==> config.mk <==
export PLATFORM = sky130hd
export DESIGN_NAME = port2_rx_mac_fifo_status
export DESIGN_NICKNAME = d
export VERILOG_FILES = /design/src/include/port2_rx_pkg.sv /design/src/rtl/rx_gap_check.sv /design/src/rtl/port2_rx_mac_fifo_status.sv
export VERILOG_INCLUDE_DIRS = /design/src /design/src/include
export SDC_FILE = /design/constraint.sdc
export NUM_CORES = 1
export LEC_CHECK = 0
export BUFFER_PORTS_ARGS = -buffer_cell sky130_fd_sc_hd__buf_2
export CORE_MARGIN = 1
export CORE_UTILIZATION = 60
export CTS_CLUSTER_SIZE = 20
export DETAILED_ROUTE_END_ITERATION = 10
export PLACE_DENSITY = 0.92
export SETUP_SLACK_MARGIN = 0.3
export SLEW_MARGIN = 40
export SYNTH_ARGS = -nofsm -noshare
export SYNTH_HDL_FRONTEND = slang
export SYNTH_SLANG_ARGS = --single-unit
==> constraint.sdc <==
create_clock -name core_clk -period 5.8 [get_ports core_clk]
set_input_delay 0.87 -clock core_clk [delete_from_list [all_inputs] [get_ports core_clk]]
set_output_delay 0.87 -clock core_clk [all_outputs]
set_load 0.02 [all_outputs]
==> src/include/port2_rx_consts.svh <==
// Constants of the Port 2 receive qualifier and FIFO status block.
// Assumes one 20 MHz core clock and a 10 Mb/s line.
`ifndef PORT2_RX_CONSTS_SVH
`define PORT2_RX_CONSTS_SVH

// ==========================================================
// Register offsets, one register per printed address
`define ADDR_LEN_ERR_CNT 8'hd6
`define ADDR_GAP_ERR_CNT 8'hde
`define ADDR_RX_GAP 8'he5
`define ADDR_RX_MAX_LEN 8'he6
`define ADDR_RX_MIN_LEN 8'he7
`define ADDR_LO_FRAMES 8'he8
`define ADDR_HI_FRAMES 8'he9
`define ADDR_LO_HALFWORDS 8'hea
`define ADDR_HI_HALFWORDS 8'heb
`define ADDR_FWD_HALFWORDS 8'hec
`define ADDR_STAMP_A_HI 8'hf0
`define ADDR_STAMP_A_LO 8'hf1
`define ADDR_STAMP_B_HI 8'hf2
`define ADDR_STAMP_B_LO 8'hf3

// ==========================================================
// Reset values and field limits
`define RST_RX_GAP 6'h0a
`define RST_RX_MAX_LEN 16'h0618
`define RST_RX_MIN_LEN 16'h0040
`define GAP_SETTING_MAX 6'h3f
`define GAP_UNIT_SHIFT 3
`define GAP_COUNT_MAX 10'h3ff
`define LEN_COUNT_MAX 16'hffff

// ==========================================================
// Timing: one bit time at 10 Mb/s in core clock cycles
`define BIT_TIME_NS 100
`define CLK_PERIOD_NS 50
`define BIT_CYCLES (`BIT_TIME_NS / `CLK_PERIOD_NS)

`endif

==> src/include/port2_rx_pkg.sv <==
// Types shared by the Port 2 receive qualifier files.
// Assumes nothing of its surroundings.
package port2_rx_pkg;
    typedef enum logic {LINE_IDLE, LINE_FRAME} line_state_t;
    typedef logic [8:0] frame_count_t;
    typedef logic [13:0] halfword_count_t;
    typedef logic [63:0] stamp_t;
endpackage

==> src/rtl/rx_gap_check.sv <==
// Receive interframe gap measurement for Port 2.
// Assumes rxDv is the receive data valid level of the internal MII, on core_clk.
`timescale 1ns/100ps
`default_nettype none
`include "port2_rx_consts.svh"

module rx_gap_check
    import port2_rx_pkg::*;
(
    // Clock and reset
    input wire logic core_clk,
    input wire logic reset_n,
    // Line and setting
    input wire logic rxDv,
    input wire logic [5:0] gapSetting,
    // Verdict for the frame in progress
    output logic gapBad_ff
);

    // ==========================================================
    // Bit time divider and gap counter
    line_state_t state_ff;
    logic [1:0] divCount_ff;
    logic bitTick;
    logic [9:0] gapBits_ff;
    logic [9:0] required;

    // The divider restarts while data is valid, so a gap is timed from its first idle cycle.
    // Waiting for the line state instead would lose one cycle and drop legal frames.
    assign bitTick = !rxDv && (divCount_ff == 2'(`BIT_CYCLES - 1));
    assign required = {4'h0, gapSetting} << `GAP_UNIT_SHIFT;

    // Divider for the bit time enable.
    always_ff @(posedge core_clk or negedge reset_n)
    begin
        if (!reset_n)
            divCount_ff <= 2'h0;
        else if (rxDv || bitTick)
            divCount_ff <= 2'h0;
        else
            divCount_ff <= divCount_ff + 2'h1;
    end

    // Line state follows the data valid level.
    always_ff @(posedge core_clk or negedge reset_n)
    begin
        if (!reset_n)
            state_ff <= LINE_IDLE;
        else
        begin
            case (state_ff)
                LINE_IDLE: if (rxDv) state_ff <= LINE_FRAME;
                LINE_FRAME: if (!rxDv) state_ff <= LINE_IDLE;
                default: state_ff <= LINE_IDLE;
            endcase
        end
    end

    // Idle bits are counted and saturate; the count starts full so the first frame passes.
    always_ff @(posedge core_clk or negedge reset_n)
    begin
        if (!reset_n)
            gapBits_ff <= `GAP_COUNT_MAX;
        else if (rxDv)
            gapBits_ff <= 10'h000;
        else if (bitTick && gapBits_ff != `GAP_COUNT_MAX)
            gapBits_ff <= gapBits_ff + 10'h001;
    end

    // The gap must be strictly larger than the setting times eight bit times.
    always_ff @(posedge core_clk or negedge reset_n)
    begin
        if (!reset_n)
            gapBad_ff <= 1'b0;
        else if (state_ff == LINE_IDLE && rxDv)
            gapBad_ff <= (gapBits_ff <= required);
    end
endmodule
`default_nettype wire

==> src/rtl/port2_rx_mac_fifo_status.sv <==
// Port 2 receive frame qualifier, FIFO status and transmit stamp capture.
// Assumes MII receive strobes, FIFO levels and the time base all run on core_clk.
`timescale 1ns/100ps
`default_nettype none
`include "port2_rx_consts.svh"

module port2_rx_mac_fifo_status
    import port2_rx_pkg::*;
(
    // Clock and reset
    input wire logic core_clk,
    input wire logic reset_n,
    // Register port
    input wire logic [7:0] regAddr,
    input wire logic regWrEn,
    input wire logic regRdEn,
    input wire logic [31:0] regWrData,
    output logic [31:0] regRdData,
    output logic regRdValid,
    // MII receive side
    input wire logic rxDv,
    input wire logic rxByteStb,
    // Frame verdicts
    output logic rxFrameGood,
    output logic rxFrameDrop,
    output logic rxGapErrorFlag,
    output logic rxLengthError,
    // FIFO levels
    input wire logic [8:0] lowQueueFrameCount,
    input wire logic [8:0] highQueueFrameCount,
    input wire logic [13:0] lowQueueHalfwordCount,
    input wire logic [13:0] highQueueHalfwordCount,
    input wire logic [13:0] forwardQueueHalfwordCount,
    output logic rxFrameAvailable,
    // Transmit time stamp capture
    input wire logic [63:0] timeNow,
    input wire logic txStampStb,
    input wire logic txStampSlotB
);

    // ==========================================================
    // Helpers
    function automatic logic regHit(input logic en, input logic [7:0] a, input logic [7:0] r);
        return en && (a == r);
    endfunction

    // ==========================================================
    // Configuration registers
    logic [5:0] rxGapSetting_ff;
    logic [15:0] maxFrameBytes_ff;
    logic [15:0] minFrameBytes_ff;

    // Only the documented field bits are stored; the rest of a write is dropped.
    always_ff @(posedge core_clk or negedge reset_n)
    begin
        if (!reset_n)
        begin
            rxGapSetting_ff <= `RST_RX_GAP;
            maxFrameBytes_ff <= `RST_RX_MAX_LEN;
            minFrameBytes_ff <= `RST_RX_MIN_LEN;
        end
        else
        begin
            if (regHit(regWrEn, regAddr, `ADDR_RX_GAP))
                rxGapSetting_ff <= regWrData[5:0];
            if (regHit(regWrEn, regAddr, `ADDR_RX_MAX_LEN))
                maxFrameBytes_ff <= regWrData[15:0];
            if (regHit(regWrEn, regAddr, `ADDR_RX_MIN_LEN))
                minFrameBytes_ff <= regWrData[15:0];
        end
    end

    // ==========================================================
    // Receive frame qualification
    logic gapBad;
    logic dvPrev_ff;
    logic [15:0] byteCount_ff;
    logic frameEnd;
    logic lengthBad;

    rx_gap_check rx_gap_check_i (
        .core_clk(core_clk),
        .reset_n(reset_n),
        .rxDv(rxDv),
        .gapSetting(rxGapSetting_ff),
        .gapBad_ff(gapBad)
    );

    assign frameEnd = dvPrev_ff && !rxDv;
    assign lengthBad = (byteCount_ff > maxFrameBytes_ff) || (byteCount_ff < minFrameBytes_ff);

    // Byte count of the frame in progress, saturating so a runaway frame stays long.
    always_ff @(posedge core_clk or negedge reset_n)
    begin
        if (!reset_n)
        begin
            dvPrev_ff <= 1'b0;
            byteCount_ff <= 16'h0000;
        end
        else
        begin
            dvPrev_ff <= rxDv;
            if (rxDv && !dvPrev_ff)
                byteCount_ff <= {15'h0000, rxByteStb};
            else if (rxByteStb && byteCount_ff != `LEN_COUNT_MAX)
                byteCount_ff <= byteCount_ff + 16'h0001;
        end
    end

    // Verdict pulses at frame end; a gap error takes precedence over a length error.
    always_ff @(posedge core_clk or negedge reset_n)
    begin
        if (!reset_n)
        begin
            rxFrameGood <= 1'b0;
            rxFrameDrop <= 1'b0;
            rxGapErrorFlag <= 1'b0;
            rxLengthError <= 1'b0;
        end
        else
        begin
            rxFrameGood <= frameEnd && !gapBad && !lengthBad;
            rxFrameDrop <= frameEnd && (gapBad || lengthBad);
            rxGapErrorFlag <= frameEnd && gapBad;
            rxLengthError <= frameEnd && !gapBad && lengthBad;
        end
    end

    // ==========================================================
    // Error counters, wrapping at 32 bits
    logic [31:0] gapErrorCounter_ff;
    logic [31:0] lengthErrorCounter_ff;

    // Counters advance on the same edge as the verdict pulses.
    always_ff @(posedge core_clk or negedge reset_n)
    begin
        if (!reset_n)
        begin
            gapErrorCounter_ff <= 32'h00000000;
            lengthErrorCounter_ff <= 32'h00000000;
        end
        else
        begin
            if (frameEnd && gapBad)
                gapErrorCounter_ff <= gapErrorCounter_ff + 32'h00000001;
            if (frameEnd && !gapBad && lengthBad)
                lengthErrorCounter_ff <= lengthErrorCounter_ff + 32'h00000001;
        end
    end

    // ==========================================================
    // FIFO status snapshot
    frame_count_t lowFrames_ff;
    frame_count_t highFrames_ff;
    halfword_count_t lowHalfwords_ff;
    halfword_count_t highHalfwords_ff;
    halfword_count_t fwdHalfwords_ff;

    // Levels are registered once so a read sees one consistent value.
    always_ff @(posedge core_clk or negedge reset_n)
    begin
        if (!reset_n)
        begin
            lowFrames_ff <= 9'h000;
            highFrames_ff <= 9'h000;
            lowHalfwords_ff <= 14'h0000;
            highHalfwords_ff <= 14'h0000;
            fwdHalfwords_ff <= 14'h0000;
            rxFrameAvailable <= 1'b0;
        end
        else
        begin
            lowFrames_ff <= lowQueueFrameCount;
            highFrames_ff <= highQueueFrameCount;
            lowHalfwords_ff <= lowQueueHalfwordCount;
            highHalfwords_ff <= highQueueHalfwordCount;
            fwdHalfwords_ff <= forwardQueueHalfwordCount;
            rxFrameAvailable <= (lowQueueFrameCount != 9'h000)
                || (highQueueFrameCount != 9'h000);
        end
    end

    // ==========================================================
    // Transmit time stamp slots
    stamp_t stampA_ff;
    stamp_t stampB_ff;

    // The time base is latched when a stamped frame actually leaves the port.
    always_ff @(posedge core_clk or negedge reset_n)
    begin
        if (!reset_n)
        begin
            stampA_ff <= 64'h0000000000000000;
            stampB_ff <= 64'h0000000000000000;
        end
        else if (txStampStb)
        begin
            if (txStampSlotB)
                stampB_ff <= timeNow;
            else
                stampA_ff <= timeNow;
        end
    end

    // ==========================================================
    // Register read port
    logic [31:0] readWord;

    // Read decode; reserved bits and unmapped offsets read as zero.
    always_comb
    begin
        case (regAddr)
            `ADDR_LEN_ERR_CNT: readWord = lengthErrorCounter_ff;
            `ADDR_GAP_ERR_CNT: readWord = gapErrorCounter_ff;
            `ADDR_RX_GAP: readWord = {26'h0000000, rxGapSetting_ff};
            `ADDR_RX_MAX_LEN: readWord = {16'h0000, maxFrameBytes_ff};
            `ADDR_RX_MIN_LEN: readWord = {16'h0000, minFrameBytes_ff};
            `ADDR_LO_FRAMES: readWord = {23'h000000, lowFrames_ff};
            `ADDR_HI_FRAMES: readWord = {23'h000000, highFrames_ff};
            `ADDR_LO_HALFWORDS: readWord = {18'h00000, lowHalfwords_ff};
            `ADDR_HI_HALFWORDS: readWord = {18'h00000, highHalfwords_ff};
            `ADDR_FWD_HALFWORDS: readWord = {18'h00000, fwdHalfwords_ff};
            `ADDR_STAMP_A_HI: readWord = stampA_ff[63:32];
            `ADDR_STAMP_A_LO: readWord = stampA_ff[31:0];
            `ADDR_STAMP_B_HI: readWord = stampB_ff[63:32];
            `ADDR_STAMP_B_LO: readWord = stampB_ff[31:0];
            default: readWord = 32'h00000000;
        endcase
    end

    // Read data is answered one cycle after the read strobe.
    always_ff @(posedge core_clk or negedge reset_n)
    begin
        if (!reset_n)
        begin
            regRdData <= 32'h00000000;
            regRdValid <= 1'b0;
        end
        else
        begin
            regRdValid <= regRdEn;
            if (regRdEn)
                regRdData <= readWord;
        end
    end
endmodule
`default_nettype wire

---- Word-level counts from Yosys, hierarchy flattened ----
Cells that the tools add are included.
word-level totals
  bits in registers ....................... 359
cells by class
  add/sub/neg operators ................... 5
  magnitude comparators ................... 3
  eq/ne operators ......................... 17
  multiplexer cells ....................... 7
  bitwise operators ....................... 2
  reduce and logical (&&, ||, !) cells .... 28
operators by type and width
  cell                   number
  $pmux 32 s14           1
  $eq 8x8->1 const B     14
  $add 32x1->32 const B  2
  $mux 16                2
  $mux 10                2
  $reduce_bool 9->1      2
  $add 16x1->16 const B  1
  $gt 16x16->1           1
  $lt 16x16->1           1
  $ne 16x16->1 const B   1
  $logic_and 1x1->1      14
  $add 10x1->10 const B  1
  $le 10x9->1            1
  $ne 10x10->1 const B   1
  $logic_not 1->1        4
  $logic_or 1x1->1       4
  $reduce_and 2->1       2
  $reduce_bool 2->1      2
  $add 2x1->2 const B    1
  $eq 2x1->1 const B     1
  $mux 2                 1
  $not 1->1              2
  $mux 1                 1

---- Logic depth before layout (Yosys ltp) ----
Gate-level depths: netlist (run 1).
  depth in word-level cells ............... 5
  gate-level depth with buffers ........... 10
  depth with buffers taken out ............ 9

---- By module ----
Synthesis (run 1) repeated with hierarchy kept, for this count alone.
unflattened totals
  cell total of the unflattened synthesis .. 1430
  area total of the unflattened synthesis .. 16868.7 um^2
modules (own cells, without submodules)
  module                    instances  cells an instance  area an instance (um^2)
  port2_rx_mac_fifo_status  1          1340               15981.6
  rx_gap_check              1          90                 887.1

---- Worst setup path before layout (run 1) ----
OpenSTA, ideal clock, no wires.
  kind .................................... input to register
  from .................................... in regAddr[0]
  to ...................................... reg regRdData[21]
  library setup time ...................... 0.135 ns
  data arrival time ....................... 2.382 ns
  required time ........................... 5.665 ns
  path slack .............................. 3.283 ns
  stages .................................. 8
  buffers on the path ..................... 3
  path through ............................ buf_4 > buf_2 > buf_2 > mux2i_1 > nor2_1 > a221o_1 > a221oi_1 > o22ai_1
on the way
  word-level cells in the longest chain between the ends .. 2
  elaborated cells between the ends (all ways) .. 15
RTL lines
  item                  RTL line                         RTL
  start, declared       port2_rx_mac_fifo_status.sv:14   input wire logic [7:0] regAddr,
  $eq 8x8->1            port2_rx_mac_fifo_status.sv:212  case (regAddr)
  $pmux 32 s14 (*)      port2_rx_mac_fifo_status.sv:212
  end signal, assigned  port2_rx_mac_fifo_status.sv:243  regRdData <= readWord;
  end, declared         port2_rx_mac_fifo_status.sv:18   output logic [31:0] regRdData,
Mark *: on every way between the ends. The rest lies on a longest branch, timed or not.
A chain may end at the register's enable or synchronous reset.

---- Worst setup path after layout (run 1) ----
  from .................................... reg byteCount_ff[14]
  to ...................................... reg lengthErrorCounter_ff[1]
on the way
  word-level cells in the longest chain between the ends .. 3
  elaborated cells between the ends (all ways) .. 4
RTL lines
  item                                          RTL line                         RTL
  start, declared                               port2_rx_mac_fifo_status.sv:77   logic [15:0] byteCount_ff;
  start signal, assigned                        port2_rx_mac_fifo_status.sv:104  byteCount_ff <= {15'h0000, rxByteStb};
  start signal, assigned                        port2_rx_mac_fifo_status.sv:106  byteCount_ff <= byteCount_ff + 16'h0001;
  $gt 16x16->1 or $lt 16x16->1 (tied branches)  port2_rx_mac_fifo_status.sv:90   assign lengthBad = (byteCount_ff > maxFrameBytes_ff) || (byteCount_ff < minFrameBytes_ff);
  $logic_or 1x1->1 (*)                          port2_rx_mac_fifo_status.sv:90
  $logic_and 1x1->1 (*)                         port2_rx_mac_fifo_status.sv:146  if (frameEnd && !gapBad && lengthBad)
  end signal, assigned                          port2_rx_mac_fifo_status.sv:147  lengthErrorCounter_ff <= lengthErrorCounter_ff + 32'h00000001;
  end, declared                                 port2_rx_mac_fifo_status.sv:132  logic [31:0] lengthErrorCounter_ff;
Marks and branches as above.

==> results of run 1 <==
## layout make-up
type / instances / share of cell area
sequential: 358 / 0.463
tap: 372 / 0.0240
antenna: 6 / 0.000774
inverter: 82 / 0.0159
timing repair buffer: 216 / 0.0614
clock inverter: 13 / 0.00922
multi-input combinational: 888 / 0.373
clock buffer: 53 / 0.0534
## power by group
group          internal, mW  switching [mW]
sequential             2.71           0.151
combinational         0.349           0.404
clock                  1.43           0.986
total                  4.49            1.54
## registers in the layout (all words and copies together), names as in the netlist
| register | flops |
|---|---|
| dvPrev_ff | 1 |
| regRdData | 32 |
| rxGapSetting_ff | 6 |
| fwdHalfwords_ff | 14 |
| maxFrameBytes_ff | 16 |
| stampB_ff | 64 |
| regRdValid | 1 |
| minFrameBytes_ff | 16 |
| rxFrameDrop | 1 |
| rx_gap_check_i.divCount_ff | 2 |
| lowHalfwords_ff | 14 |
| rxFrameGood | 1 |
| highHalfwords_ff | 14 |
| byteCount_ff | 16 |
| lengthErrorCounter_ff | 32 |
| stampA_ff | 64 |
| rxGapErrorFlag | 1 |
| lowFrames_ff | 9 |
| rxLengthError | 1 |
| gapErrorCounter_ff | 32 |
| rx_gap_check_i.gapBits_ff | 10 |
| rxFrameAvailable | 1 |
| highFrames_ff | 9 |
| rx_gap_check_i.gapBad_ff | 1 |
## worst max-delay path, cell delays in order, from the launching register on
cell and delay, ns:
dfrtp_1 0.45, ha_1 0.34, a21oi_1 0.18, nand2_1 0.08, a221o_1 0.35, a211o_1 0.31
a22oi_4 0.33, buf_8 0.25, buf_4 0.19, nor2_1 0.09, mux2_1 0.33
## cell usage in the layout (no fill, tap or decap), types with 5 or more instances in the layout
master / synthesis / layout
dfrtp_1: 341 / 341
buf_2: 26 / 191
mux2_2: 179 / 179
inv_1: 82 / 82
nand2_1: 72 / 71
nor2_1: 69 / 69
xor2_1: 53 / 53
nand3_1: 49 / 49
a21oi_1: 46 / 46
ha_1: 43 / 43
mux2i_1: 41 / 41
o22ai_1: 38 / 38
clkbuf_16: 0 / 37
xnor2_1: 30 / 30
o21ai_0: 29 / 29
a22oi_1: 22 / 22
buf_4: 6 / 19
and3_1: 18 / 18
nand4_1: 17 / 17
mux4_2: 17 / 17
dfstp_2: 17 / 17
nor3_1: 15 / 15
and2_1: 12 / 12
nor4_2: 12 / 12
clkbuf_1: 33 / 11
a221oi_1: 8 / 8
and4_1: 8 / 8
a31oi_1: 8 / 8
nor2b_1: 8 / 7
diode_2: 0 / 6
nor4_1: 6 / 6
a221o_1: 6 / 6
nand2b_1: 6 / 6
o21a_1: 5 / 5
clkbuf_8: 0 / 5
clkinv_2: 0 / 5
## worst min-delay path by stage
stage	to	slack, ns	cells after the start
after floorplan	rx_gap_check_i.divCount_ff[0]$_DFF_PN0_	0.41	1
after global placement	rx_gap_check_i.divCount_ff[0]$_DFF_PN0_	0.42	1
after detailed placement	rx_gap_check_i.divCount_ff[0]$_DFF_PN0_	0.43	1
after CTS	stampA_ff[62]$_DFFE_PN0P_	0.40	1
after global routing	stampA_ff[30]$_DFFE_PN0P_	0.43	1
final	stampA_ff[62]$_DFFE_PN0P_	0.35	1
## metal layers
metal  wire length (um)  GRT usage
met3               4610     0.0742
met1              17200      0.409
met5                 23          0
met2              22000      0.535
met4               2320      0.171
## per-stage QoR
| step | power, mW | cell area [sq um] | instances | utilization |
|---|---|---|---|---|
| after floorplan | 3.33 | 16800 | 1395 | - |
| after global placement | 3.57 | 18100 | 1914 | 0.666 |
| after detailed placement | 3.62 | 18100 | 1914 | 0.666 |
| after CTS | 6.01 | 19400 | 1980 | 0.710 |
| after global routing | 6.22 | 19400 | 1984 | 0.712 |
| final | 6.03 | 19400 | 1988 | 0.712 |
## logic make-up after synthesis
group                      after synthesis  synth area share
DFF                                    358             0.534
and+or+nand+nor                        321             0.105
muxes                                  238             0.168
AOI/OAI and AO/OA                      203            0.0809
buffers and inverters                  149            0.0370
xor gates and xnor gates                83            0.0432
adders and majority gates               43            0.0320
==> results.json, run 1 <==
{
  "hold_path.class": "input port to asynchronous set/reset pin",
  "fin_ws_ns": 2.76,
  "htreeDepth": 2,
  "reg2reg_slack_ns": 2.76,
  "ys_warn_count": 0,
  "numClockSinks": 358,
  "syn_inst": 1395,
  "wirelength_mm": 46.2,
  "postCtsResizedCells": 0,
  "hold_buffers": 0,
  "syn_nets": 1610,
  "worst_pin_slew_ns": 0.894,
  "cp-start-kind": "flop",
  "synth_most_common_cell": "dfrtp_1",
  "syn_area_sq_um": 16800,
  "p_per_area_nw_per_um2": 311,
  "antenna_found_initial": 8,
  "grt_max_degree": 116,
  "synth_area_per_cell_sq_um": 12.1,
  "r2r_end": "lengthErrorCounter_ff[1]$_DFFE_PN0P_",
  "yosysTopAreaCellShare": 0.507,
  "fmax_mhz": 329,
  "yosys-top-cells-count": "dfrtp_1 (341), mux2_2 (179), inv_1 (82), nand2_1 (72), nor2_1 (69)",
  "grt_use_total": 0.328,
  "clk_latency_ns": 0.53,
  "synth_ff_type": "dfrtp_1",
  "cap_viol_max_count": 0,
  "drtPass1Iterations": 6,
  "ir_worst_vdd_uv": 255,
  "crit_end": "lengthErrorCounter_ff[1]$_DFFE_PN0P_",
  "fin_skew_ns": 0.0157,
  "post-place-ws_ns": 2.34,
  "finalSetupViolations": 0,
  "worst_r2r_path_depth": 10,
  "portBuffers": 193,
  "max-slew-margin-rel": 0.404,
  "viasPerCell": 6.37,
  "ant_nets": 0,
  "finalHoldViolations": 0,
  "die_area_sq_um": 28700,
  "drt_iter0_drc": 1366,
  "min_period_ns": 3.04,
  "slew_viol_final": 0,
  "core_area_sq_um": 27300,
  "dieWidth_um": 169,
  "multi_input_area_sq_um": 7230,
  "gp_congestion": 0.903,
  "layout-drive-gt1-share": 0.320,
  "grt_overflow": 0,
  "ios": 210,
  "cts_tree": "yes",
  "path_class": "flop to flop",
  "routed_wire_length_per_instance_um": 23.2,
  "postCtsSetupBuffers": 0,
  "synth-seq-cells": 358,
  "fill_cells": 1709,
  "worstPathRequired_ns": 6.20,
  "vias": 12700,
  "synth_edf_count": 0,
  "die_h_um": 169,
  "rr_startpoint": "byteCount_ff[14]$_DFFE_PN0P_",
  "arrival_ns": 3.44,
  "ys_top_cells_by_area": "dfrtp_1 (51%), mux2_2 (12%), ha_1 (3.2%)",
  "clockBufferDepth": 3,
  "path_clk_slew_ns": 0.06,
  "p_leak_nw": 8.80,
  "fin_setup_tns_ns": 0,
  "hold_ws_ns": 0.353,
  "nets": 1797,
  "crit_path_start": "byteCount_ff[14]$_DFFE_PN0P_",
  "status": "completed",
  "rows": 60,
  "initial_core_util": 0.617,
  "ys_seq_area_frac": 0.534,
  "yosysUniqueCellTypes": 75,
  "grt_pass1_wl_mm": 71.7,
  "fin_crit_sh": 0.525,
  "critPathCaptureType": "flop",
  "grt_setup_unrepaired": "no",
  "cts_buffers": 36,
  "synthToLayoutAreaGrowth_pct": 15.4,
  "synth_top_cell_by_area": "dfrtp_1",
  "critPathMaxFanout": 20,
  "drc": 0,
  "cts_root_buf": "clkbuf_16",
  "ff_latch_area_sq_um": 8980,
  "synthArstFlopShare": 1.00,
  "post-dp-hpwl_mm": 31.5,
  "grt_pass1_vias": 13100
}
(Power assumes the default switching activity.)
==> inputs of run 2 (changes only) <==
--- a/config.mk
+++ b/config.mk
@@ -8,10 +8,10 @@
 export LEC_CHECK = 0
 export BUFFER_PORTS_ARGS = -buffer_cell sky130_fd_sc_hd__buf_2
 export CORE_MARGIN = 1
-export CORE_UTILIZATION = 60
+export CORE_UTILIZATION = 53
 export CTS_CLUSTER_SIZE = 20
 export DETAILED_ROUTE_END_ITERATION = 10
-export PLACE_DENSITY = 0.92
+export PLACE_DENSITY = 0.87
 export SETUP_SLACK_MARGIN = 0.3
 export SLEW_MARGIN = 40
 export SYNTH_ARGS = -nofsm -noshare
==> constraint.sdc (replaced) <==
create_clock -name core_clk -period 2.5 [get_ports core_clk]
set_input_delay 0.375 -clock core_clk [delete_from_list [all_inputs] [get_ports core_clk]]
set_output_delay 0.375 -clock core_clk [all_outputs]
set_load 0.02 [all_outputs]
==> run 2 against run 1 <==
The run now ends with setup timing left. Non-clock buffer count is 118 higher. Clock power rose to 2.5 times the previous value. Global-route usage down 1.7 points. Cell count is 7.4% higher. Final area up 8.5%. Sequential share of layout area is 3.6 points lower. Total power rose to 2.5 times the previous value. Clock skew increased by 0.0018 ns. Critical path type unchanged. Die area up 13%. Sequential power up 130%.
==> results.json, run 2 (synthesized netlist as in run 1, its figures left out) <==
{
  "hold_path.class": "input port to flop",
  "grt_max_degree": 83,
  "ios": 210,
  "gp_congestion": 0.961,
  "wirelength_mm": 51.2,
  "p_per_area_nw_per_um2": 717,
  "clockBufferDepth": 3,
  "cp_slowest_stage_delay_ns": 0.53,
  "critPathMaxFanout": 12,
  "crit_chain": "inv_1, ha_4, nand4_1, nor4_4, a211o_1, a22oi_4, buf_12, buf_6, nor4b_4, xor2_1",
  "htreeDepth": 2,
  "numClockSinks": 358,
  "violations": "setup timing",
  "portBuffers": 193,
  "grt_setup_unrepaired": "yes",
  "grt_pass1_wl_mm": 77.4,
  "utilization": 0.681,
  "hold_ws_ns": 0.0844,
  "routed_wire_length_per_instance_um": 24.0,
  "final_common_cell": "dfrtp_1",
  "cts_tree": "yes",
  "cts_root_buf": "clkbuf_16",
  "finalHoldViolations": 0,
  "initial_core_util": 0.544,
  "ant_nets": 0,
  "reg2reg_slack_ns": -0.07,
  "antenna_found_initial": 10,
  "worst_pin_slew_ns": 0.538,
  "synthToLayoutAreaGrowth_pct": 25.2,
  "clk_latency_ns": 0.53,
  "nets": 1917,
  "cap_viol_max_count": 0,
  "core_area_sq_um": 30900,
  "path_class": "flop to flop",
  "drtPass1Iterations": 8,
  "die_area_sq_um": 32400,
  "fmax_mhz": 389,
  "p_leak_nw": 9.56,
  "die_h_um": 180,
  "rows": 64,
  "drt_iter0_drc": 1536,
  "cpMaxStageDelayCell": "dfstp_2",
  "drc": 0,
  "grt_pass1_vias": 13600,
  "slew_viol_final": 0,
  "ir_worst_vdd_uv": 486,
  "grt_use_total": 0.310,
  "post-dp-hpwl_mm": 34.8,
  "max-slew-margin-rel": 0.640,
  "grt_overflow": 0,
  "path_clk_slew_ns": 0.06,
  "fill_cells": 2000,
  "cp-start-kind": "flop",
  "worstPathRequired_ns": 2.95,
  "critPathCaptureType": "flop",
  "min_period_ns": 2.57,
  "fin_crit_sh": 1.03,
  "dieWidth_um": 180,
  "fin_skew_ns": 0.0175,
  "fin_ws_ns": -0.0722,
  "vias": 13300,
  "viasPerCell": 6.23,
  "cts_buffers": 38,
  "arrival_ns": 3.03,
  "reg_top3": "stampA_ff: 64 flops, stampB_ff: 64 flops",
  "status": "finished with violations",
  "mostFrequentLayoutCells": "dfrtp_1 (340), buf_2 (191), mux2_2 (179), inv_1 (81), nand2_1 (71)",
  "finalSetupViolations": 15,
  "layout-drive-gt1-share": 0.348
}
==> run 2: changes by cell type in the layout (fill, tap and decap cells not counted), sizes merged <==
cell	previous run	this run
buf	216	273
bufinv	4	6
clkbuf	53	56
clkinv	5	6
diode	6	9
dlygate4sd3	0	61
inv	85	82
==> run 2: what timing repair did <==
action / CTS / global route
endpoints found under the hold margin: 113 / 1
hold buffers: 60 / 1
gates resized for setup: 7 / 32
buffers inserted: 2 / 2
pin swaps: 2 / 28
endpoints found under the setup margin: 36 / 46
==> run 2: final timing paths <==
| kind | from | endpoint | cells after the start |
|---|---|---|---|
| setup reg to reg | maxFrameBytes_ff[10]$_DFFE_PN1P_ | lengthErrorCounter_ff[11]$_DFFE_PN0P_ | 10 |
| hold / removal | regRdEn | regRdValid$_DFF_PN0_ | 1 |
| hold reg to reg | rx_gap_check_i.divCount_ff[0]$_DFF_PN0_ | rx_gap_check_i.divCount_ff[0]$_DFF_PN0_ | 1 |
| min in group asynchronous | reset_n | stampB_ff[20]$_DFFE_PN0P_ | 2 |
| max in group asynchronous | reset_n | lowHalfwords_ff[7]$_DFF_PN0_ | 4 |
| setup / recovery | maxFrameBytes_ff[10]$_DFFE_PN1P_ | lengthErrorCounter_ff[11]$_DFFE_PN0P_ | 10 |
==> run 2: critical path: cells and delay by family, from the launching register on <==
family	cells	cell delay, ns
AO/OA/AOI/OAI	2	0.27
XOR/XNOR	1	0.18
adder cells (fa/ha/maj)	1	0.27
buffers and inverters	3	0.37
flip-flops	1	0.53
AND/OR/NAND/NOR	3	0.86
==> run 2: final cells by class <==
class | count | area [sq um] | share of cell area
Sequential cell | 358 | 8980 | 0.427
Multi-Input combinational cell | 888 | 7490 | 0.356
Timing Repair Buffer | 334 | 2390 | 0.114
Clock buffer | 56 | 1140 | 0.0543
Tap cell | 396 | 495 | 0.0235
Inverter | 82 | 308 | 0.0146
Clock inverter | 13 | 221 | 0.0105
Antenna cell | 9 | 22.5 | 0.00107
==> run 2: power breakdown <==
| part | internal, mW | switching [mW] |
|---|---|---|
| clock network | 3.79 | 2.34 |
| logic | 1.11 | 1.16 |
| registers | 6.29 | 0.385 |
| total | 11.2 | 3.89 |
==> run 2: per-stage QoR <==
stage	cell area, sq um	cells	worst slack, ns	setup TNS [ns]	power, mW
after floorplan	16800	1395	0.241	0	7.76
after global placement	18800	1993	0.0251	0	8.54
after detailed placement	18800	1993	-0.109	-1.05	8.66
after CTS	20800	2124	0.0110	0	14.9
after global routing	21100	2136	-0.181	-2.57	15.5
final	21100	2136	-0.0722	-0.302	15.1
==> run 2: layer usage <==
metal  share of wire  up-vias  global-route usage
met4           0.064        0               0.177
met3           0.099      241              0.0734
met5               0        -                   0
li1                -     5630                   -
met2            0.47      838               0.487
met1            0.37     6605               0.396
